--- src/hdl/udi_pkg.sv ---
// constants shared by the device interrupt status block
// assumes a 40 MHz controller clock and a 12-bit register byte address
package udi_pkg;

    // ****************************************
    // bus geometry
    // ****************************************
    localparam int ADDR_W = 12;                   // byte address width of the register port
    localparam int DATA_W = 32;                   // register data width

    // ****************************************
    // register byte addresses
    // ****************************************
    localparam logic [11:0] FLAGS_OFFSET = 12'h218; // device_interrupt_flags
    localparam logic [11:0] ID_OFFSET = 12'h270;    // device_identification
    localparam logic [11:0] MASK_OFFSET = 12'h2a0;  // interrupt mask, same layout as the flags

    // ****************************************
    // flag field positions
    // ****************************************
    localparam int BUFFER_LSB = 10;               // control_receive_flag, lowest buffer flag
    localparam int BUFFER_MSB = 25;               // ep7_transmit_flag, highest buffer flag
    localparam int BUFFER_N = 16;                 // eight endpoints, two directions each
    localparam int SETUP_BIT = 8;                 // setup_received_flag
    localparam int VBUS_BIT = 7;                  // bus supply rose
    localparam int DMA_BIT = 6;                   // dma reason changed
    localparam int SPEED_BIT = 5;                 // speed_status_flag
    localparam int RESUME_BIT = 4;                // resume detected
    localparam int SUSPEND_BIT = 3;               // suspend_flag
    localparam int PSEUDO_BIT = 2;                // pseudo_frame_flag
    localparam int SOF_BIT = 1;                   // frame start received
    localparam int BUS_RESET_BIT = 0;             // bus_reset_flag

    // ****************************************
    // reset values and masks
    // ****************************************
    localparam logic [31:0] FLAGS_RESET = 32'h0000_0000;    // all flags clear at power on
    localparam logic [31:0] MASK_RESET = 32'h0000_0000;     // all sources masked at power on
    localparam logic [31:0] FLAG_IMPL = 32'h03ff_fdff;      // bits 31..26 and 9 are reserved
    localparam logic [31:0] BUS_RESET_KEEP = 32'h0000_0001; // only the bus reset flag survives it
    localparam logic [31:0] READ_IDLE = 32'h0000_0000;      // read data outside the answer cycle

    // ****************************************
    // timing
    // ****************************************
    localparam int CLOCK_PERIOD_PS = 25000;       // 40 MHz
    localparam int FS_TICK_US = 1000;             // full speed pseudo frame period, 1 ms
    localparam int HS_TICK_US = 125;              // high speed pseudo frame period
    localparam int FS_TICK_CYCLES = FS_TICK_US * 1000000 / CLOCK_PERIOD_PS;
    localparam int HS_TICK_CYCLES = HS_TICK_US * 1000000 / CLOCK_PERIOD_PS;
    localparam int TICK_W = 16;                   // width of the pseudo frame counter

endpackage

--- src/hdl/udi_edge.sv ---
// edge detector for one level input of the device interrupt status block
// assumes the level is already synchronous to clock
`timescale 1ns/1ps
`default_nettype none
module udi_edge (
    input wire logic clock,
    input wire logic nrst,
    input wire logic level,
    output logic rise,
    output logic fall
);

    // ****************************************
    // previous sample
    // ****************************************
    logic prev; // level one cycle ago

    // hold last sample; zero at reset, so a level high at release counts as a rise
    always_ff @(posedge clock or negedge nrst) begin
        if (!nrst) begin
            prev <= 1'b0;
        end else begin
            prev <= level;
        end
    end

    // one-cycle pulses on each transition
    assign rise = level & ~prev;
    assign fall = ~level & prev;

endmodule
`default_nettype wire

--- src/hdl/udi_tick.sv ---
// free running pseudo frame timer for the device interrupt status block
// assumes hs_mode is a synchronous level: high while the link runs at high speed
`timescale 1ns/1ps
`default_nettype none
module udi_tick #(
    parameter int FS_CYCLES = udi_pkg::FS_TICK_CYCLES,
    parameter int HS_CYCLES = udi_pkg::HS_TICK_CYCLES
) (
    input wire logic clock,
    input wire logic nrst,
    input wire logic hs_mode,
    output logic tick
);
    import udi_pkg::*;

    // ****************************************
    // counter
    // ****************************************
    logic [TICK_W-1:0] count; // cycles since the last tick
    logic mode_seen;          // speed mode the count belongs to
    logic [TICK_W-1:0] last;  // terminal count for the current mode

    // terminal count; a period shorter than one cycle is not allowed
    assign last = hs_mode ? TICK_W'(HS_CYCLES - 1) : TICK_W'(FS_CYCLES - 1);

    // tick on terminal count only while the mode is stable
    assign tick = (count == last) && (hs_mode == mode_seen);

    // count up and wrap; a speed change restarts the period, not tied to bus frames
    always_ff @(posedge clock or negedge nrst) begin
        if (!nrst) begin
            count <= '0;
            mode_seen <= 1'b0;
        end else begin
            mode_seen <= hs_mode;
            if (hs_mode != mode_seen) begin
                count <= '0;
            end else if (count == last) begin
                count <= '0;
            end else begin
                count <= count + TICK_W'(1);
            end
        end
    end

endmodule
`default_nettype wire

--- src/hdl/udi_top.sv ---
// device interrupt status flags, mask and identification word
// assumes all event inputs are synchronous to clock; pulses are one cycle long,
// levels may change at any edge; the register master never issues both strobes at once
//
// Decided for this implementation: the plain strobed port.
`timescale 1ns/1ps
`default_nettype none

module udi_top #(
    parameter int FS_CYCLES = udi_pkg::FS_TICK_CYCLES,  // full speed pseudo frame period in cycles
    parameter int HS_CYCLES = udi_pkg::HS_TICK_CYCLES,  // high speed pseudo frame period in cycles
    parameter logic [15:0] ID_VERSION = 16'h00a1,       // arbitrary value
    parameter logic [15:0] ID_CONTROLLER = 16'h00c3     // arbitrary value
) (
    input wire logic clock,
    input wire logic nrst,
    input wire logic [udi_pkg::ADDR_W-1:0] addr,
    input wire logic [udi_pkg::DATA_W-1:0] wdata,
    input wire logic wr_strobe,
    input wire logic rd_strobe,
    output logic [udi_pkg::DATA_W-1:0] rdata,
    input wire logic [udi_pkg::BUFFER_N-1:0] buffer_event,
    input wire logic setup_token,
    input wire logic vbus_level,
    input wire logic dma_reason_change,
    input wire logic hs_mode,
    input wire logic suspended,
    input wire logic sof_received,
    input wire logic bus_reset,
    output logic irq
);
    import udi_pkg::*;

    // ****************************************
    // declarations
    // ****************************************
    logic [31:0] flags;        // device_interrupt_flags
    logic [31:0] mask;         // interrupt mask
    logic [31:0] next_flags;   // flags after this cycle
    logic [31:0] set_vec;      // events arriving this cycle
    logic [31:0] clr_vec;      // write-one-to-clear bits this cycle
    logic [31:0] ident;        // device_identification
    logic vbus_rise;           // supply went low to high
    logic hs_rise;             // link went full speed to high speed
    logic hs_fall;             // link left high speed, unused for flags
    logic suspend_flag_rise;           // bus went idle into suspend
    logic suspend_flag_fall;           // bus came back from suspend
    logic vbus_fall;           // supply dropped, not a flag source
    logic pseudo_tick;         // internal frame timer pulse
    logic speed_up;            // qualified speed change event
    logic wr_flags;            // write hits the flag register
    logic wr_mask;             // write hits the mask register

    // ****************************************
    // transition detectors
    // ****************************************

    // supply edge; correct only when the otg logic is disabled by firmware in pure roles
    udi_edge u_vbus_edge (
        .clock(clock),
        .nrst(nrst),
        .level(vbus_level),
        .rise(vbus_rise),
        .fall(vbus_fall)
    );

    // speed mode edges
    udi_edge u_speed_edge (
        .clock(clock),
        .nrst(nrst),
        .level(hs_mode),
        .rise(hs_rise),
        .fall(hs_fall)
    );

    // suspend state edges
    udi_edge u_suspend_flag_edge (
        .clock(clock),
        .nrst(nrst),
        .level(suspended),
        .rise(suspend_flag_rise),
        .fall(suspend_flag_fall)
    );

    // pseudo frame timer, free running against bus frame markers
    udi_tick #(
        .FS_CYCLES(FS_CYCLES),
        .HS_CYCLES(HS_CYCLES)
    ) u_tick (
        .clock(clock),
        .nrst(nrst),
        .hs_mode(hs_mode),
        .tick(pseudo_tick)
    );

    // ****************************************
    // event collection
    // ****************************************

    // a speed rise seen while suspended is not a connection change;
    // dropping to full speed for suspend never raises the flag at all
    assign speed_up = hs_rise & ~suspended;

    // map every event onto its flag position
    always_comb begin
        set_vec = '0;
        set_vec[BUFFER_MSB:BUFFER_LSB] = buffer_event;
        set_vec[SETUP_BIT] = setup_token;
        set_vec[VBUS_BIT] = vbus_rise;
        set_vec[DMA_BIT] = dma_reason_change;
        set_vec[SPEED_BIT] = speed_up;
        set_vec[RESUME_BIT] = suspend_flag_fall;
        set_vec[SUSPEND_BIT] = suspend_flag_rise;
        set_vec[PSEUDO_BIT] = pseudo_tick;
        set_vec[SOF_BIT] = sof_received;
        set_vec[BUS_RESET_BIT] = bus_reset;
    end

    // ****************************************
    // register decode
    // ****************************************
    assign wr_flags = wr_strobe && (addr == FLAGS_OFFSET);
    assign wr_mask = wr_strobe && (addr == MASK_OFFSET);

    // ones written to the flag register clear; reserved positions are ignored
    assign clr_vec = wr_flags ? (wdata & FLAG_IMPL) : 32'h0000_0000;

    // ****************************************
    // flag update
    // ****************************************

    // bus reset wipes every flag except its own; a new event always beats a clear
    always_comb begin
        if (bus_reset) begin
            next_flags = flags & BUS_RESET_KEEP;
        end else begin
            next_flags = flags & ~clr_vec;
        end
        next_flags = (next_flags | set_vec) & FLAG_IMPL;
    end

    // sticky flag register
    always_ff @(posedge clock or negedge nrst) begin
        if (!nrst) begin
            flags <= FLAGS_RESET;
        end else begin
            flags <= next_flags;
        end
    end

    // mask register; reserved bits cannot be set, so they never gate an interrupt
    always_ff @(posedge clock or negedge nrst) begin
        if (!nrst) begin
            mask <= MASK_RESET;
        end else if (wr_mask) begin
            mask <= wdata & FLAG_IMPL;
        end
    end

    // ****************************************
    // identification and read port
    // ****************************************

    // fixed word: version in the upper half, controller identifier below
    assign ident = {ID_VERSION, ID_CONTROLLER};

    // read data live only in the cycle after the strobe; unmapped reads give zero
    always_ff @(posedge clock or negedge nrst) begin
        if (!nrst) begin
            rdata <= READ_IDLE;
        end else if (rd_strobe) begin
            case (addr)
                FLAGS_OFFSET: begin
                    rdata <= flags;
                end
                MASK_OFFSET: begin
                    rdata <= mask;
                end
                ID_OFFSET: begin
                    rdata <= ident;
                end
                default: begin
                    rdata <= READ_IDLE;
                end
            endcase
        end else begin
            rdata <= READ_IDLE;
        end
    end

    // ****************************************
    // interrupt output
    // ****************************************

    // level output, drops as soon as firmware clears or masks the last source
    assign irq = |(flags & mask);

    // helper: cycles since the last pseudo tick under one stable speed mode
    logic [TICK_W-1:0] gap;
    logic gap_valid;
    logic gap_mode;
    always_ff @(posedge clock or negedge nrst) begin
        if (!nrst) begin
            gap <= '0;
            gap_valid <= 1'b0;
            gap_mode <= 1'b0;
        end else begin
            gap_mode <= hs_mode;
            if (hs_mode != gap_mode) begin
                gap <= '0;
                gap_valid <= 1'b0;
            end else if (pseudo_tick) begin
                gap <= '0;
                gap_valid <= 1'b1;
            end else begin
                gap <= gap + TICK_W'(1);
            end
        end
    end
endmodule
`default_nettype wire

--- config.mk ---
export PLATFORM = sky130hd
export DESIGN_NAME = udi_top
export DESIGN_NICKNAME = d
export VERILOG_FILES = /design/src/hdl/udi_pkg.sv /design/src/hdl/udi_edge.sv /design/src/hdl/udi_tick.sv /design/src/hdl/udi_top.sv
export SDC_FILE = /design/constraint.sdc
export NUM_CORES = 1
export LEC_CHECK = 0
export ABC_AREA = 1
export BUFFER_PORTS_ARGS = -buffer_cell sky130_fd_sc_hd__buf_2
export CAP_MARGIN = 20
export CORE_ASPECT_RATIO = 1.5
export CORE_MARGIN = 10
export CORE_UTILIZATION = 57
export CTS_BUF_LIST = sky130_fd_sc_hd__clkbuf_8
export CTS_CLUSTER_SIZE = 25
export DETAILED_ROUTE_END_ITERATION = 10
export PLACE_DENSITY = 0.83
export SETUP_SLACK_MARGIN = 0.3
export SKIP_CTS_REPAIR_TIMING = 1
export SYNTH_ARGS = -nofsm -noshare
export SYNTH_HDL_FRONTEND = slang
export SYNTH_SLANG_ARGS = --single-unit
--- constraint.sdc ---
create_clock -name clock -period 1.8 [get_ports clock]
set_input_delay 0.27 -clock clock [delete_from_list [all_inputs] [get_ports clock]]
set_output_delay 0.27 -clock clock [all_outputs]
set_load 0.01 [all_outputs]
# After elaboration in Yosys (flattened, before gate mapping)

Cells that the tools add are included.

Logic and storage cells: 38
Output and inout bits: 33
Memory bits (writable): 0
Bits in latches: 0
Input bits: 71
Memory bits (read-only): 0
Memories kept: 0
Bits in registers: 95

$lt $le $gt $ge: 0
Shift-type cells: 0
Equality and inequality tests: 6
Add/sub/neg operators: 1
Multipliers: 0
Div/mod/pow operators: 0
Bitwise gates (word level): 13
Reduce and logical (&&, ||, !) cells: 4
Multiplexer cells: 7

Operator list:

| kind                    | count |
|---|---|
| $mux W26                | 3 |
| $pmux W26 S3            | 1 |
| $and A26 B26 Y26        | 2 |
| $mux W16                | 3 |
| $eq A12 B10 Y1 const B  | 3 |
| $reduce_or A32 Y1       | 1 |
| $not A26 Y26            | 1 |
| $or A26 B26 Y26         | 1 |
| $add A16 B1 Y16 const B | 1 |
| $eq A16 B16 Y1          | 1 |
| $and A1 B1 Y1           | 5 |
| $not A1 Y1              | 4 |
| $logic_and A1 B1 Y1     | 3 |
| $eq A1 B1 Y1            | 1 |
| $ne A1 B1 Y1            | 1 |

# Logic depth before layout (Yosys ltp)

Gate-level depths: netlist of the first run.

Depth after elaboration: 7
Gate-level depth with buffers: 10
Mapped depth without buffers: 9

# Cells and area by module

Synthesis of the first run repeated with hierarchy kept, for this count alone.

Cell total of the unflattened synthesis: 673
Area, all modules: 5,118.7 um2

Modules (own cells, without submodules):

| module   | area each (um2) | sequential area each (um2) | cells an instance | instances |
|---|---|---|---|---|
| udi_top  | 3,950.0         | 1,876.8                    | 510               | 1 |
| udi_tick | 1,048.5         | 425.4                      | 148               | 1 |
| udi_edge | 40.0            | 25.0                       | 5                 | 3 |

# Least setup slack after synthesis of the first run

No wires, ideal clock.

Kind: input-to-reg
Start: input port addr[3] in the netlist's numbering
End: register mask[16]
Data required time: 1.683 ns
Setup time: 0.117 ns
Path slack: 0.491 ns
Data arrival time: 1.192 ns
Stages: 8
Path buffers: 1
Path through: or2_1 > nor2_4 > nand2_2 > clkinv_4 > nand2_4 > buf_2 > nand2_1 > nand2_1

Word-level cells in the longest chain between the ends: 2

Ends and longest elaborated chain:

| item                 | line           | RTL |
|---|---|---|
| from (decl)          | udi_top.sv:17  | `input wire logic [udi_pkg::ADDR_W-1:0] addr,` |
| $eq A12 B10 Y1       | udi_top.sv:123 | `assign wr_mask = wr_strobe && (addr == MASK_OFFSET);` |
| $logic_and A1 B1 Y1  | udi_top.sv:123 |  |
| to (signal assigned) | udi_top.sv:156 | `mask <= wdata & FLAG_IMPL;` |
| to (decl)            | udi_top.sv:38  | `logic [31:0] mask;` |

Every way passes these cells.
A chain may end at the register's enable or synchronous reset.

# Worst setup path in the final report of the first run

Start: register flags[19]
End: output port irq

Word-level cells in the longest chain between the ends: 2

Ends and longest elaborated chain:

| item                   | line           | RTL |
|---|---|---|
| from (decl)            | udi_top.sv:37  | `logic [31:0] flags;` |
| from (signal assigned) | udi_top.sv:147 | `flags <= next_flags;` |
| $and A26 B26 Y26       | udi_top.sv:196 | `assign irq = \|(flags & mask);` |
| $reduce_or A32 Y1      | udi_top.sv:196 |  |
| to (decl)              | udi_top.sv:30  | `output logic irq` |

Every way passes these cells.

==> report_table.html, run 1 <==
<table>
<tr><th>Metric</th><th>Value</th></tr>
<tr><th colspan="2">Status</th></tr>
<tr><td>Status</td><td>finished clean</td></tr>
<tr><th colspan="2">Placed design</th></tr>
<tr><td>Post-placement cell count</td><td>roughly 820</td></tr>
<tr><td>Worst-case setup slack after placement</td><td>168 ps</td></tr>
<tr><td>Placement-stage cell area</td><td>between 5000 and 6000 um2</td></tr>
<tr><td>Port Buffer Count</td><td>89</td></tr>
<tr><td>RD Place Congestion</td><td>0.901</td></tr>
<tr><td>Half-perimeter wire length after detailed placement</td><td>8310 um</td></tr>
<tr><th colspan="2">Route</th></tr>
<tr><td>1st-pass router iterations</td><td>5</td></tr>
<tr><td>Routed wire length per instance</td><td>13.5 um</td></tr>
<tr><td>Starting DRC count in detailed routing</td><td>approximately 260</td></tr>
<tr><td>Total routed wirelength</td><td>11300 um</td></tr>
<tr><td>Number of nets still failing antenna checks after routing</td><td>0</td></tr>
<tr><td>DR vias</td><td>4149</td></tr>
<tr><td>Post-route DRC</td><td>0</td></tr>
<tr><td>Routed via count divided by cell count</td><td>4.95</td></tr>
<tr><th colspan="2">Critical path</th></tr>
<tr><td>Logic depth of the worst setup path including buffers</td><td>5</td></tr>
<tr><td>Timing startpoint of the critical path</td><td>flags[19]</td></tr>
<tr><td>Cell count of the worst reg-to-reg path</td><td>6</td></tr>
<tr><td>Top fanout value on the critical path</td><td>3</td></tr>
<tr><td>Worst Setup Start Kind</td><td>flip-flop</td></tr>
<tr><td>Buffering stage count on the worst path with inverters included</td><td>1</td></tr>
<tr><td>Max incr delay on CP</td><td>410 ps</td></tr>
<tr><td>Data required time of the critical path</td><td>approximately 1500 ps</td></tr>
<tr><td>Critical path endpoint</td><td>irq</td></tr>
<tr><td>Flop2flop setup slack</td><td>410 ps</td></tr>
<tr><td>Largest delay share family, worst path</td><td>simple AND/OR/NAND/NOR gates</td></tr>
<tr><td>End of the worst register-to-register path</td><td>u_tick.count[8]</td></tr>
<tr><td>Critical Path Slowest Stage Cell</td><td>sky130_fd_sc_hd__dfrtp_1</td></tr>
<tr><td>Critical path arrival</td><td>1460 ps</td></tr>
<tr><td>Reg-to-reg critical path startpoint</td><td>u_tick.count[0]</td></tr>
<tr><td>Setup crit end kind</td><td>output port</td></tr>
<tr><td>Cell occurring most often along the worst timing path</td><td>sky130_fd_sc_hd__nand4_1</td></tr>
<tr><td>Crit path cell chain</td><td>nand2_1, nand4_1, nor2_2, nand4_1, buf_2</td></tr>
<tr><td>Worst Setup Path Type</td><td>reg2out</td></tr>
<tr><th colspan="2">Clock tree</th></tr>
<tr><td>Clock tree from TritonCTS</td><td>done</td></tr>
<tr><td>Clock insertion delay at the later pin of the skew report</td><td>roughly 360 ps</td></tr>
<tr><td>Buffer levels on the longest clock path</td><td>2</td></tr>
<tr><td>CTS root buf</td><td>sky130_fd_sc_hd__clkbuf_8</td></tr>
<tr><td>Post-CTS clock slew at the launch and capture registers of the worst setup and hold paths</td><td>around 80 ps</td></tr>
<tr><td>H-tree depth reported by CTS</td><td>3</td></tr>
<tr><td>Total CTS buffers</td><td>9</td></tr>
<tr><td>Clock Sink Count</td><td>94</td></tr>
<tr><th colspan="2">Power</th></tr>
<tr><td>Peak supply drop</td><td>663 uV</td></tr>
<tr><td>Leak Pwr</td><td>3.18 nW</td></tr>
<tr><td>Power per cell area</td><td>696 nW/um2</td></tr>
<tr><th colspan="2">STA</th></tr>
<tr><td>Final Hold Vio Count</td><td>0</td></tr>
<tr><td>Headroom to the max-slew limit</td><td>63.6%</td></tr>
<tr><td>Worst Skew</td><td>between 4 and 5 ps</td></tr>
<tr><td>Actual transition at the worst max-transition pin</td><td>546 ps</td></tr>
<tr><td>Final Max Tran Viols</td><td>0</td></tr>
<tr><td>RSZ-0062 raised after global routing</td><td>true</td></tr>
<tr><td>Minimum setup slack in the final design</td><td>approximately 72 ps</td></tr>
<tr><td>Shortest period the worst path allows</td><td>1730 ps</td></tr>
<tr><td>Setup TNS</td><td>0 ps</td></tr>
<tr><td>Fmax</td><td>0.579 GHz</td></tr>
<tr><td>Setup-failing EPs final</td><td>0</td></tr>
<tr><td>Tcrit/Tclk final</td><td>96.0%</td></tr>
<tr><th colspan="2">Global route</th></tr>
<tr><td>Residual overflow from global routing</td><td>0</td></tr>
<tr><td>Wire length of the first global-routing pass</td><td>18200 um</td></tr>
<tr><td>Largest net degree at the start of global routing</td><td>45</td></tr>
<tr><td>Total global routing track utilization</td><td>17.8%</td></tr>
<tr><td>Number of antenna violations at the first check in global routing</td><td>0</td></tr>
<tr><td>Number of global-route vias before repair</td><td>4027</td></tr>
<tr><th colspan="2">Yosys</th></tr>
<tr><td>Most instantiated library cell after synthesis</td><td>sky130_fd_sc_hd__nand2_1</td></tr>
<tr><td>Cell area after synthesis</td><td>4880 um2</td></tr>
<tr><td>Most area-hungry cell type in the Yosys netlist</td><td>sky130_fd_sc_hd__dfrtp_1</td></tr>
<tr><td>EDFF count, synth</td><td>0</td></tr>
<tr><td>Async set or reset register ratio after synthesis</td><td>between 90% and 100%</td></tr>
<tr><td>Syn_area_per_cell</td><td>7.65 um2</td></tr>
<tr><td>Warnings from Yosys</td><td>0</td></tr>
<tr><td>Number of synthesized register bits</td><td>94</td></tr>
<tr><td>Yosys cell types</td><td>30</td></tr>
<tr><td>Leading register cell type out of synthesis</td><td>sky130_fd_sc_hd__dfrtp_1</td></tr>
<tr><td>Most common library cells after synthesis</td><td>sky130_fd_sc_hd__nand2_1, sky130_fd_sc_hd__dfrtp_1, sky130_fd_sc_hd__inv_1</td></tr>
<tr><td>Main area contributors after synthesis</td><td>sky130_fd_sc_hd__dfrtp_1, sky130_fd_sc_hd__nand2_1, sky130_fd_sc_hd__inv_1</td></tr>
<tr><td>Sequential area share after synthesis</td><td>48.2%</td></tr>
<tr><td>Fraction of post-synthesis cell area in the top cell type by area</td><td>48.2%</td></tr>
<tr><td>Post-Syn Instances</td><td>approximately 640</td></tr>
<tr><th colspan="2">Layout</th></tr>
<tr><td>Share of final-layout standard cells stronger than drive strength 1</td><td>between 20 and 25%</td></tr>
<tr><td>Final Instance Area</td><td>5630 um2</td></tr>
<tr><td>Area growth from synthesis to final layout</td><td>15.3%</td></tr>
<tr><td>Layout filler cell count</td><td>slightly above 700</td></tr>
<tr><td>Antenna cells</td><td>0</td></tr>
<tr><td>Final core utilization</td><td>roughly two thirds</td></tr>
<tr><td>Net count of the finished layout</td><td>800</td></tr>
<tr><td>Cell Count, Final, Fillers Out</td><td>839</td></tr>
<tr><th colspan="2">Floorplanning</th></tr>
<tr><td>Effective utilization at floorplan</td><td>58.0%</td></tr>
<tr><td>Core region area</td><td>approximately 8400 um2</td></tr>
<tr><td>Die Y</td><td>133 um</td></tr>
<tr><td>Top Ports</td><td>about 100</td></tr>
<tr><td>Die boundary width</td><td>95.6 um</td></tr>
<tr><td>Die outline area</td><td>around 13000 um2</td></tr>
<tr><td>Num rows</td><td>41</td></tr>
<tr><th colspan="2">Hold path</th></tr>
<tr><td>Worst min path class</td><td>in2reg</td></tr>
<tr><th colspan="2">Run</th></tr>
<tr><td>Max Cap Violations</td><td>0</td></tr>
</table>
==> layout make-up <==
class	instances	area [um2]	share of cell area, %
inverter	87	332	5.89
clock buffer	11	151	2.69
multi-input combinational	436	2060	36.6
clock inverter	5	50.0	0.889
sequential	94	2350	41.8
tap	107	134	2.38
timing repair buffer	99	551	9.78
==> worst reg2reg max path: cells and delay by family (launching register included) <==
kind,cells,cell delay [ps]
flops,1,400
fa+ha+maj,1,210
simple gates,5,710
==> state kept, by name, indices dropped and copies added, names as in the netlist <==
signal / count
u_tick.count: 16
mask: 25
u_vbus_edge.prev: 1
flags: 25
rdata: 25
u_tick.mode_seen: 1
u_suspend_flag_edge.prev: 1
==> worst min-delay path by stage <==
stage	start	endpoint	slack (ps)	depth (start not counted)
5_1_grt	vbus_level	u_vbus_edge.prev	10	1
4_1_cts	nrst	flags[8]	-170	1
2_1_floorplan	nrst	flags[0]	-30	0
6_report	suspended	u_suspend_flag_edge.prev	20	1
3_5_place_dp	nrst	flags[10]	230	1
3_3_place_gp	nrst	u_tick.count[1]	220	1
==> kinds of logic after synthesis <==
kind of cell / share of synthesized area (%)
AOI/OAI and AO/OA: 0.461
xor gates and xnor gates: 1.61
adders and majority gates: 0.512
buffers and inverters: 10.7
DFF: 48.2
other: 0.0768
and+or+nand+nor: 38.4
==> through the flow <==
step	power (mW)	hold slack, ps
2_1_floorplan	2.39	-25.6
5_1_grt	4.09	14.7
6_report	3.92	24.8
4_1_cts	3.94	-169
3_3_place_gp	2.54	221
3_5_place_dp	2.55	228
==> placed cells by master, fill, tap and decap left out, drive strengths merged, types with 2 or more instances in the layout <==
master  count
nand2     231
buf        98
nand4      11
inv        88
nor3        2
a21oi       2
nand3      61
xor2        9
dfrtp      94
nor2      105
clkbuf     11
clkinv      2
or2         2
ha          2
conb        7
==> where the power goes <==
part	internal [mW]	switching (mW)	leakage [nW]	total [mW]
clock network	0.706	0.692	0.108	1.40
logic	0.117	0.202	1.84	0.319
registers	2.16	0.0375	1.23	2.20
total	2.99	0.932	3.18	3.92
==> routing by layer <==
metal / global-route usage (%) / vias up / routed length (um)
li1: - / 2082 / -
met1: 19.5 / 1890 / 4280
met2: 31.2 / 148 / 5840
met3: 4.05 / 29 / 890
met4: 7.98 / 0 / 310
met5: 0 / - / 0
Power figures use the tool's default switching activity.
==> run 2: changes to the inputs <==
- GPL_TIMING_DRIVEN: not set -> 0
==> report_table.html, run 2 (synthesis gave the netlist of run 1 again) <==
<table>
<tr><th>Metric</th><th>Value</th></tr>
<tr><th colspan="2">Global route</th></tr>
<tr><td>Number of global-route vias before repair</td><td>about 4.1k</td></tr>
<tr><td>Total global routing track utilization</td><td>18.9%</td></tr>
<tr><td>Residual overflow from global routing</td><td>0</td></tr>
<tr><td>Wire length of the first global-routing pass</td><td>19000 um</td></tr>
<tr><td>Largest net degree at the start of global routing</td><td>49</td></tr>
<tr><td>Number of antenna violations at the first check in global routing</td><td>0</td></tr>
<tr><th colspan="2">Clock tree</th></tr>
<tr><td>Post-CTS clock slew at the launch and capture registers of the worst setup and hold paths</td><td>90 ps</td></tr>
<tr><td>Clock tree from TritonCTS</td><td>done</td></tr>
<tr><td>CTS root buf</td><td>sky130_fd_sc_hd__clkbuf_8</td></tr>
<tr><td>Clock Sink Count</td><td>94</td></tr>
<tr><td>Clock insertion delay at the later pin of the skew report</td><td>370 ps</td></tr>
<tr><td>H-tree depth reported by CTS</td><td>3</td></tr>
<tr><td>Buffer levels on the longest clock path</td><td>2</td></tr>
<tr><td>Total CTS buffers</td><td>9</td></tr>
<tr><th colspan="2">Floorplanning</th></tr>
<tr><td>Die boundary width</td><td>95.6 um</td></tr>
<tr><td>Top Ports</td><td>104</td></tr>
<tr><td>Die outline area</td><td>12700 um2</td></tr>
<tr><td>Core region area</td><td>8410 um2</td></tr>
<tr><td>Effective utilization at floorplan</td><td>between 50% and 60%</td></tr>
<tr><td>Num rows</td><td>41</td></tr>
<tr><td>Die Y</td><td>133 um</td></tr>
<tr><th colspan="2">Route</th></tr>
<tr><td>Number of nets still failing antenna checks after routing</td><td>0</td></tr>
<tr><td>DR vias</td><td>4197</td></tr>
<tr><td>1st-pass router iterations</td><td>7</td></tr>
<tr><td>Routed via count divided by cell count</td><td>4.90</td></tr>
<tr><td>Routed wire length per instance</td><td>approximately 14 um</td></tr>
<tr><td>Post-route DRC</td><td>0</td></tr>
<tr><td>Total routed wirelength</td><td>12100 um</td></tr>
<tr><td>Starting DRC count in detailed routing</td><td>253</td></tr>
<tr><th colspan="2">Run</th></tr>
<tr><td>Max Cap Violations</td><td>0</td></tr>
<tr><th colspan="2">Critical path</th></tr>
<tr><td>Cell count of the worst reg-to-reg path</td><td>5</td></tr>
<tr><td>Critical Path Slowest Stage Cell</td><td>sky130_fd_sc_hd__dfrtp_1</td></tr>
<tr><td>Timing startpoint of the critical path</td><td>flags[20]</td></tr>
<tr><td>Critical path endpoint</td><td>irq</td></tr>
<tr><td>Cell occurring most often along the worst timing path</td><td>sky130_fd_sc_hd__nand4_1</td></tr>
<tr><td>End of the worst register-to-register path</td><td>u_tick.count[14]</td></tr>
<tr><td>Worst Setup Start Kind</td><td>flip-flop</td></tr>
<tr><td>Worst Setup Path Type</td><td>reg2out</td></tr>
<tr><td>Data required time of the critical path</td><td>approximately 1500 ps</td></tr>
<tr><td>Setup crit end kind</td><td>output port</td></tr>
<tr><td>Flop2flop setup slack</td><td>380 ps</td></tr>
<tr><td>Crit path cell chain</td><td>nand2_1, nand4_1, nor2_2, nand4_1, buf_2</td></tr>
<tr><td>Max incr delay on CP</td><td>410 ps</td></tr>
<tr><td>Critical path arrival</td><td>about 1500 ps</td></tr>
<tr><td>Reg-to-reg critical path startpoint</td><td>u_tick.count[0]</td></tr>
<tr><td>Top fanout value on the critical path</td><td>3</td></tr>
<tr><th colspan="2">STA</th></tr>
<tr><td>Headroom to the max-slew limit</td><td>58.9%</td></tr>
<tr><td>RSZ-0062 raised after global routing</td><td>true</td></tr>
<tr><td>Actual transition at the worst max-transition pin</td><td>617 ps</td></tr>
<tr><td>Setup-failing EPs final</td><td>0</td></tr>
<tr><td>Shortest period the worst path allows</td><td>~1700 ps</td></tr>
<tr><td>Worst Skew</td><td>around 11 ps</td></tr>
<tr><td>Fmax</td><td>0.578 GHz</td></tr>
<tr><td>Tcrit/Tclk final</td><td>a little over nine tenths</td></tr>
<tr><td>Final Hold Vio Count</td><td>0</td></tr>
<tr><td>Final Max Tran Viols</td><td>0</td></tr>
<tr><th colspan="2">Layout</th></tr>
<tr><td>Final core utilization</td><td>68.3%</td></tr>
<tr><td>Leading registers by flop count</td><td>flags x25, mask x25, rdata x25</td></tr>
<tr><td>Net count of the finished layout</td><td>817</td></tr>
<tr><td>Layout filler cell count</td><td>739</td></tr>
<tr><td>Commonest non-fill, non-tap cell in the layout</td><td>sky130_fd_sc_hd__nand2_1</td></tr>
<tr><td>Area growth from synthesis to final layout</td><td>17.8%</td></tr>
<tr><td>Antenna cells</td><td>0</td></tr>
<tr><td>Cell Count, Final, Fillers Out</td><td>856</td></tr>
<tr><td>Final Instance Area</td><td>5750 um2</td></tr>
<tr><td>Most frequent cells in the layout</td><td>sky130_fd_sc_hd__nand2_1, sky130_fd_sc_hd__dfrtp_1, sky130_fd_sc_hd__buf_2, sky130_fd_sc_hd__inv_1, sky130_fd_sc_hd__nor2_1</td></tr>
<tr><td>Share of final-layout standard cells stronger than drive strength 1</td><td>22.4%</td></tr>
<tr><th colspan="2">Hold path</th></tr>
<tr><td>Worst min path class</td><td>in2reg</td></tr>
<tr><th colspan="2">Power</th></tr>
<tr><td>Part of the power in combinational logic</td><td>8.4%</td></tr>
<tr><td>Net switching share of the total power</td><td>24.7%</td></tr>
<tr><td>Pint</td><td>3.00 mW</td></tr>
<tr><td>Overall power</td><td>3.99 mW</td></tr>
<tr><td>Register share of total power</td><td>about 55%</td></tr>
<tr><td>Clock network power share</td><td>36.4%</td></tr>
<tr><td>Net switching power</td><td>0.987 mW</td></tr>
<tr><td>Leak Pwr</td><td>3.22 nW</td></tr>
<tr><td>Power per cell area</td><td>roughly 690 nW/um2</td></tr>
<tr><td>Peak supply drop</td><td>452 uV</td></tr>
<tr><th colspan="2">Placed design</th></tr>
<tr><td>Port Buffer Count</td><td>87</td></tr>
<tr><td>Half-perimeter wire length after detailed placement</td><td>9310 um</td></tr>
<tr><td>Placement-stage cell area</td><td>5500 um2</td></tr>
<tr><td>RD Place Congestion</td><td>0.879</td></tr>
<tr><td>Post-placement cell count</td><td>839</td></tr>
<tr><th colspan="2">Status</th></tr>
<tr><td>Status</td><td>finished clean</td></tr>
</table>
[run 2: final cells by class]
cell class              count  area, um2  share of cell area, %
multi-input cells         436       2050                   35.7
flip-flops and latches     94       2350                   40.9
clock buffers              11        151                   2.63
repair buffers             89        475                   8.27
inverters                  87        332                   5.77
plain buffers              27        194                   3.37
well taps                 107        134                   2.33
clock inverters             5       57.6                   1.00
[run 2: metal layers]
layer	up-vias	wire, um	global-route usage, %
li1	2114	-	-
met1	1917	4450	21.0
met2	138	6510	33.3
met3	28	746	3.04
met4	0	367	9.21
met5	-	0	0
[run 2: power by group through the flow]
stage / Clock [mW] / Combinational (mW) / Sequential, mW
floorplan: 0 / 0.158 / 2.23
global placement: 0 / 0.310 / 2.24
detailed placement: 0 / 0.330 / 2.24
CTS: 1.48 / 0.332 / 2.20
global route: 1.55 / 0.377 / 2.21
finish: 1.45 / 0.334 / 2.20
[run 2: how the worst min path moves through the flow]
| stage | cells past startpoint | endpoint | startpoint |
|---|---|---|---|
| floorplan | 0 | flags[0] | nrst |
| global placement | 1 | u_vbus_edge.prev | vbus_level |
| detailed placement | 1 | u_vbus_edge.prev | nrst |
| CTS | 1 | u_vbus_edge.prev | nrst |
| global route | 1 | u_vbus_edge.prev | vbus_level |
| finish | 1 | u_vbus_edge.prev | vbus_level |
[run 2: critical path: cells and delay by family, from the launching register on]
family | cells | cell delay (ps)
buffers and inverters | 1 | 170
DFF | 1 | 410
and+or+nand+nor | 4 | 520
[run 2: through the flow]
step | hold WS [ps] | setup WS (ps) | setup TNS, ps
2_1_floorplan | -25.6 | 491 | 0
3_3_place_gp | 396 | -420 | -39030
5_1_grt | 16.2 | 45.3 | 0
4_1_cts | -81.3 | -1.70 | -1.70
6_report | 14.4 | 69.4 | 0
3_5_place_dp | 322 | 164 | 0
==> run 3: changes to the inputs <==
- ABC_CLOCK_PERIOD_IN_PS: not set -> 1800
- RECOVER_POWER: not set -> 100
==> report_table.html, run 3 (synthesis gave the netlist of run 1 again) <==
<table>
<tr><th>Metric</th><th>Value</th></tr>
<tr><th colspan="2">Status</th></tr>
<tr><td>Status</td><td>finished clean</td></tr>
<tr><th colspan="2">Critical path</th></tr>
<tr><td>Worst Setup Start Kind</td><td>flip-flop</td></tr>
<tr><td>Worst Setup Path Type</td><td>reg2out</td></tr>
<tr><td>Largest delay share family, worst path</td><td>simple AND/OR/NAND/NOR gates</td></tr>
<tr><td>Buffering stage count on the worst path with inverters included</td><td>1</td></tr>
<tr><td>Timing startpoint of the critical path</td><td>flags[23]</td></tr>
<tr><td>Setup crit end kind</td><td>output port</td></tr>
<tr><td>Critical path arrival</td><td>1460 ps</td></tr>
<tr><td>Crit path cell chain</td><td>nand2_1, nand4_1, nor2_2, nand4_1, buf_2</td></tr>
<tr><td>Max incr delay on CP</td><td>410 ps</td></tr>
<tr><td>Cell occurring most often along the worst timing path</td><td>sky130_fd_sc_hd__nand4_1</td></tr>
<tr><td>Critical Path Slowest Stage Cell</td><td>sky130_fd_sc_hd__dfrtp_1</td></tr>
<tr><td>Reg-to-reg critical path startpoint</td><td>u_tick.count[0]</td></tr>
<tr><td>Data required time of the critical path</td><td>about 1500 ps</td></tr>
<tr><td>Top fanout value on the critical path</td><td>2</td></tr>
<tr><th colspan="2">Hold path</th></tr>
<tr><td>Worst min path class</td><td>in2reg</td></tr>
<tr><td>Source of the worst hold timing path</td><td>vbus_level</td></tr>
<tr><th colspan="2">STA</th></tr>
<tr><td>Tcrit/Tclk final</td><td>95.9%</td></tr>
<tr><td>Setup TNS</td><td>0 ps</td></tr>
<tr><td>Worst slack on hold paths</td><td>roughly 20 ps</td></tr>
<tr><td>Shortest period the worst path allows</td><td>roughly 1700 ps</td></tr>
<tr><td>Headroom to the max-slew limit</td><td>~21%</td></tr>
<tr><td>Final Hold Vio Count</td><td>0</td></tr>
<tr><td>Final Max Tran Viols</td><td>0</td></tr>
<tr><td>Worst Skew</td><td>9.56 ps</td></tr>
<tr><td>Minimum setup slack in the final design</td><td>74.3 ps</td></tr>
<tr><td>Setup-failing EPs final</td><td>0</td></tr>
<tr><td>RSZ-0062 raised after global routing</td><td>true</td></tr>
<tr><td>Actual transition at the worst max-transition pin</td><td>1190 ps</td></tr>
<tr><td>Fmax</td><td>0.579 GHz</td></tr>
<tr><th colspan="2">Floorplanning</th></tr>
<tr><td>Die Y</td><td>133 um</td></tr>
<tr><td>Die boundary width</td><td>95.6 um</td></tr>
<tr><td>Core region area</td><td>8410 um2</td></tr>
<tr><td>Die outline area</td><td>~13000 um2</td></tr>
<tr><td>Effective utilization at floorplan</td><td>58.0%</td></tr>
<tr><td>Num rows</td><td>41</td></tr>
<tr><td>Top Ports</td><td>104</td></tr>
<tr><th colspan="2">Layout</th></tr>
<tr><td>Leading registers by flop count</td><td>flags x25, mask x25, rdata x25</td></tr>
<tr><td>Commonest non-fill, non-tap cell in the layout</td><td>sky130_fd_sc_hd__nand2_1</td></tr>
<tr><td>Area growth from synthesis to final layout</td><td>15.4%</td></tr>
<tr><td>Antenna cells</td><td>0</td></tr>
<tr><td>Net count of the finished layout</td><td>817</td></tr>
<tr><td>Multi-input logic area</td><td>roughly 2000 um2</td></tr>
<tr><td>Flip-flop and latch area</td><td>2350 um2</td></tr>
<tr><td>Final Instance Area</td><td>5640 um2</td></tr>
<tr><td>Layout filler cell count</td><td>773</td></tr>
<tr><td>Most frequent cells in the layout</td><td>sky130_fd_sc_hd__nand2_1, sky130_fd_sc_hd__dfrtp_1, sky130_fd_sc_hd__inv_1, sky130_fd_sc_hd__nor2_1, sky130_fd_sc_hd__buf_2</td></tr>
<tr><td>Share of final-layout standard cells stronger than drive strength 1</td><td>16.8%</td></tr>
<tr><td>Final core utilization</td><td>between 60% and 70%</td></tr>
<tr><th colspan="2">Route</th></tr>
<tr><td>Number of nets still failing antenna checks after routing</td><td>0</td></tr>
<tr><td>Routed wire length per instance</td><td>14.1 um</td></tr>
<tr><td>Routed via count divided by cell count</td><td>between 4 and 5</td></tr>
<tr><td>DR vias</td><td>4212</td></tr>
<tr><td>Starting DRC count in detailed routing</td><td>roughly 260</td></tr>
<tr><td>Total routed wirelength</td><td>12100 um</td></tr>
<tr><td>1st-pass router iterations</td><td>5</td></tr>
<tr><td>Post-route DRC</td><td>0</td></tr>
<tr><th colspan="2">Power</th></tr>
<tr><td>Leak Pwr</td><td>3.07 nW</td></tr>
<tr><td>Power per cell area</td><td>706 nW/um2</td></tr>
<tr><td>Peak supply drop</td><td>446 uV</td></tr>
<tr><th colspan="2">Global route</th></tr>
<tr><td>Residual overflow from global routing</td><td>0</td></tr>
<tr><td>Met2 layer usage reported by global route</td><td>33.3%</td></tr>
<tr><td>Number of global-route vias before repair</td><td>4103</td></tr>
<tr><td>Total global routing track utilization</td><td>a little under a fifth</td></tr>
<tr><td>Wire length of the first global-routing pass</td><td>19000 um</td></tr>
<tr><td>Most congested layer reported by global routing</td><td>met2</td></tr>
<tr><td>Largest net degree at the start of global routing</td><td>49</td></tr>
<tr><td>Number of antenna violations at the first check in global routing</td><td>0</td></tr>
<tr><td>Met3 layer usage reported by global route</td><td>3.04%</td></tr>
<tr><td>Grt met1 use</td><td>about a fifth</td></tr>
<tr><th colspan="2">Placed design</th></tr>
<tr><td>RD Place Congestion</td><td>between 0.8 and 0.9</td></tr>
<tr><td>Worst-case setup slack after placement</td><td>164 ps</td></tr>
<tr><td>Placement-stage cell area</td><td>roughly 5500 um2</td></tr>
<tr><td>Port Buffer Count</td><td>between 80 and 90</td></tr>
<tr><td>Half-perimeter wire length after detailed placement</td><td>approximately 9300 um</td></tr>
<tr><th colspan="2">Clock tree</th></tr>
<tr><td>Post-CTS clock slew at the launch and capture registers of the worst setup and hold paths</td><td>90 ps</td></tr>
<tr><td>Total CTS buffers</td><td>9</td></tr>
<tr><td>CTS root buf</td><td>sky130_fd_sc_hd__clkbuf_8</td></tr>
<tr><td>H-tree depth reported by CTS</td><td>3</td></tr>
<tr><td>Buffer levels on the longest clock path</td><td>2</td></tr>
<tr><td>Clock Sink Count</td><td>94</td></tr>
<tr><td>Clock tree from TritonCTS</td><td>done</td></tr>
<tr><td>Clock insertion delay at the later pin of the skew report</td><td>360 ps</td></tr>
<tr><th colspan="2">Run</th></tr>
<tr><td>Max Cap Violations</td><td>0</td></tr>
</table>
run 3: cell types whose count changed in the layout (fill, tap and decap cells not counted), moves of 2 or more:
cell	before	now
sky130_fd_sc_hd__buf_2	91	62
sky130_fd_sc_hd__buf_6	5	3
sky130_fd_sc_hd__clkbuf_1	6	34
sky130_fd_sc_hd__clkbuf_2	0	4
sky130_fd_sc_hd__nand2_1	224	227
sky130_fd_sc_hd__nand2_2	4	2
sky130_fd_sc_hd__nor2_1	77	84
sky130_fd_sc_hd__nor2_2	13	9
sky130_fd_sc_hd__nor2_4	12	9
run 3: final cells by class:
type	count	area share, %
Multi-Input combinational cell	436	35.4
Inverter	87	5.88
Buffer	27	3.09
Timing Repair Buffer	89	7.77
Clock inverter	5	1.02
Tap cell	107	2.38
Sequential cell	94	41.7
Clock buffer	11	2.69
run 3: per-stage QoR:
| stage | std cells | power, mW |
|---|---|---|
| after floorplan | 644 | 2.39 |
| after global placement | 838 | 2.55 |
| after detailed placement | 839 | 2.57 |
| after CTS | 855 | 4.01 |
| after global routing | 856 | 4.13 |
| final | 856 | 3.98 |
run 3: final timing paths:
| path | to | slack (ps) | cells past startpoint |
|---|---|---|---|
| setup reg to reg | u_tick.count[14] | 160 | 6 |
| setup / recovery | irq | 70 | 5 |
| hold reg to reg | flags[4] | 470 | 2 |
| min in group asynchronous | flags[8] | 680 | 2 |
| hold / removal | u_vbus_edge.prev | 20 | 1 |
| max in group asynchronous | rdata[20] | 310 | 3 |
run 3: power breakdown:
group          switching, mW  internal [mW]
Clock                  0.733          0.715
Sequential            0.0398           2.16
Combinational          0.206          0.122
run 3: layer usage:
layer  routed length (um)  part of all wire, %  vias to the layer above
li1                     -                    -                     2111
met1                 4510                   37                     1952
met5                    0                    0                        -
met4                  347                  2.9                        0
met3                  741                  6.1                       25
met2                 6480                   54                      124
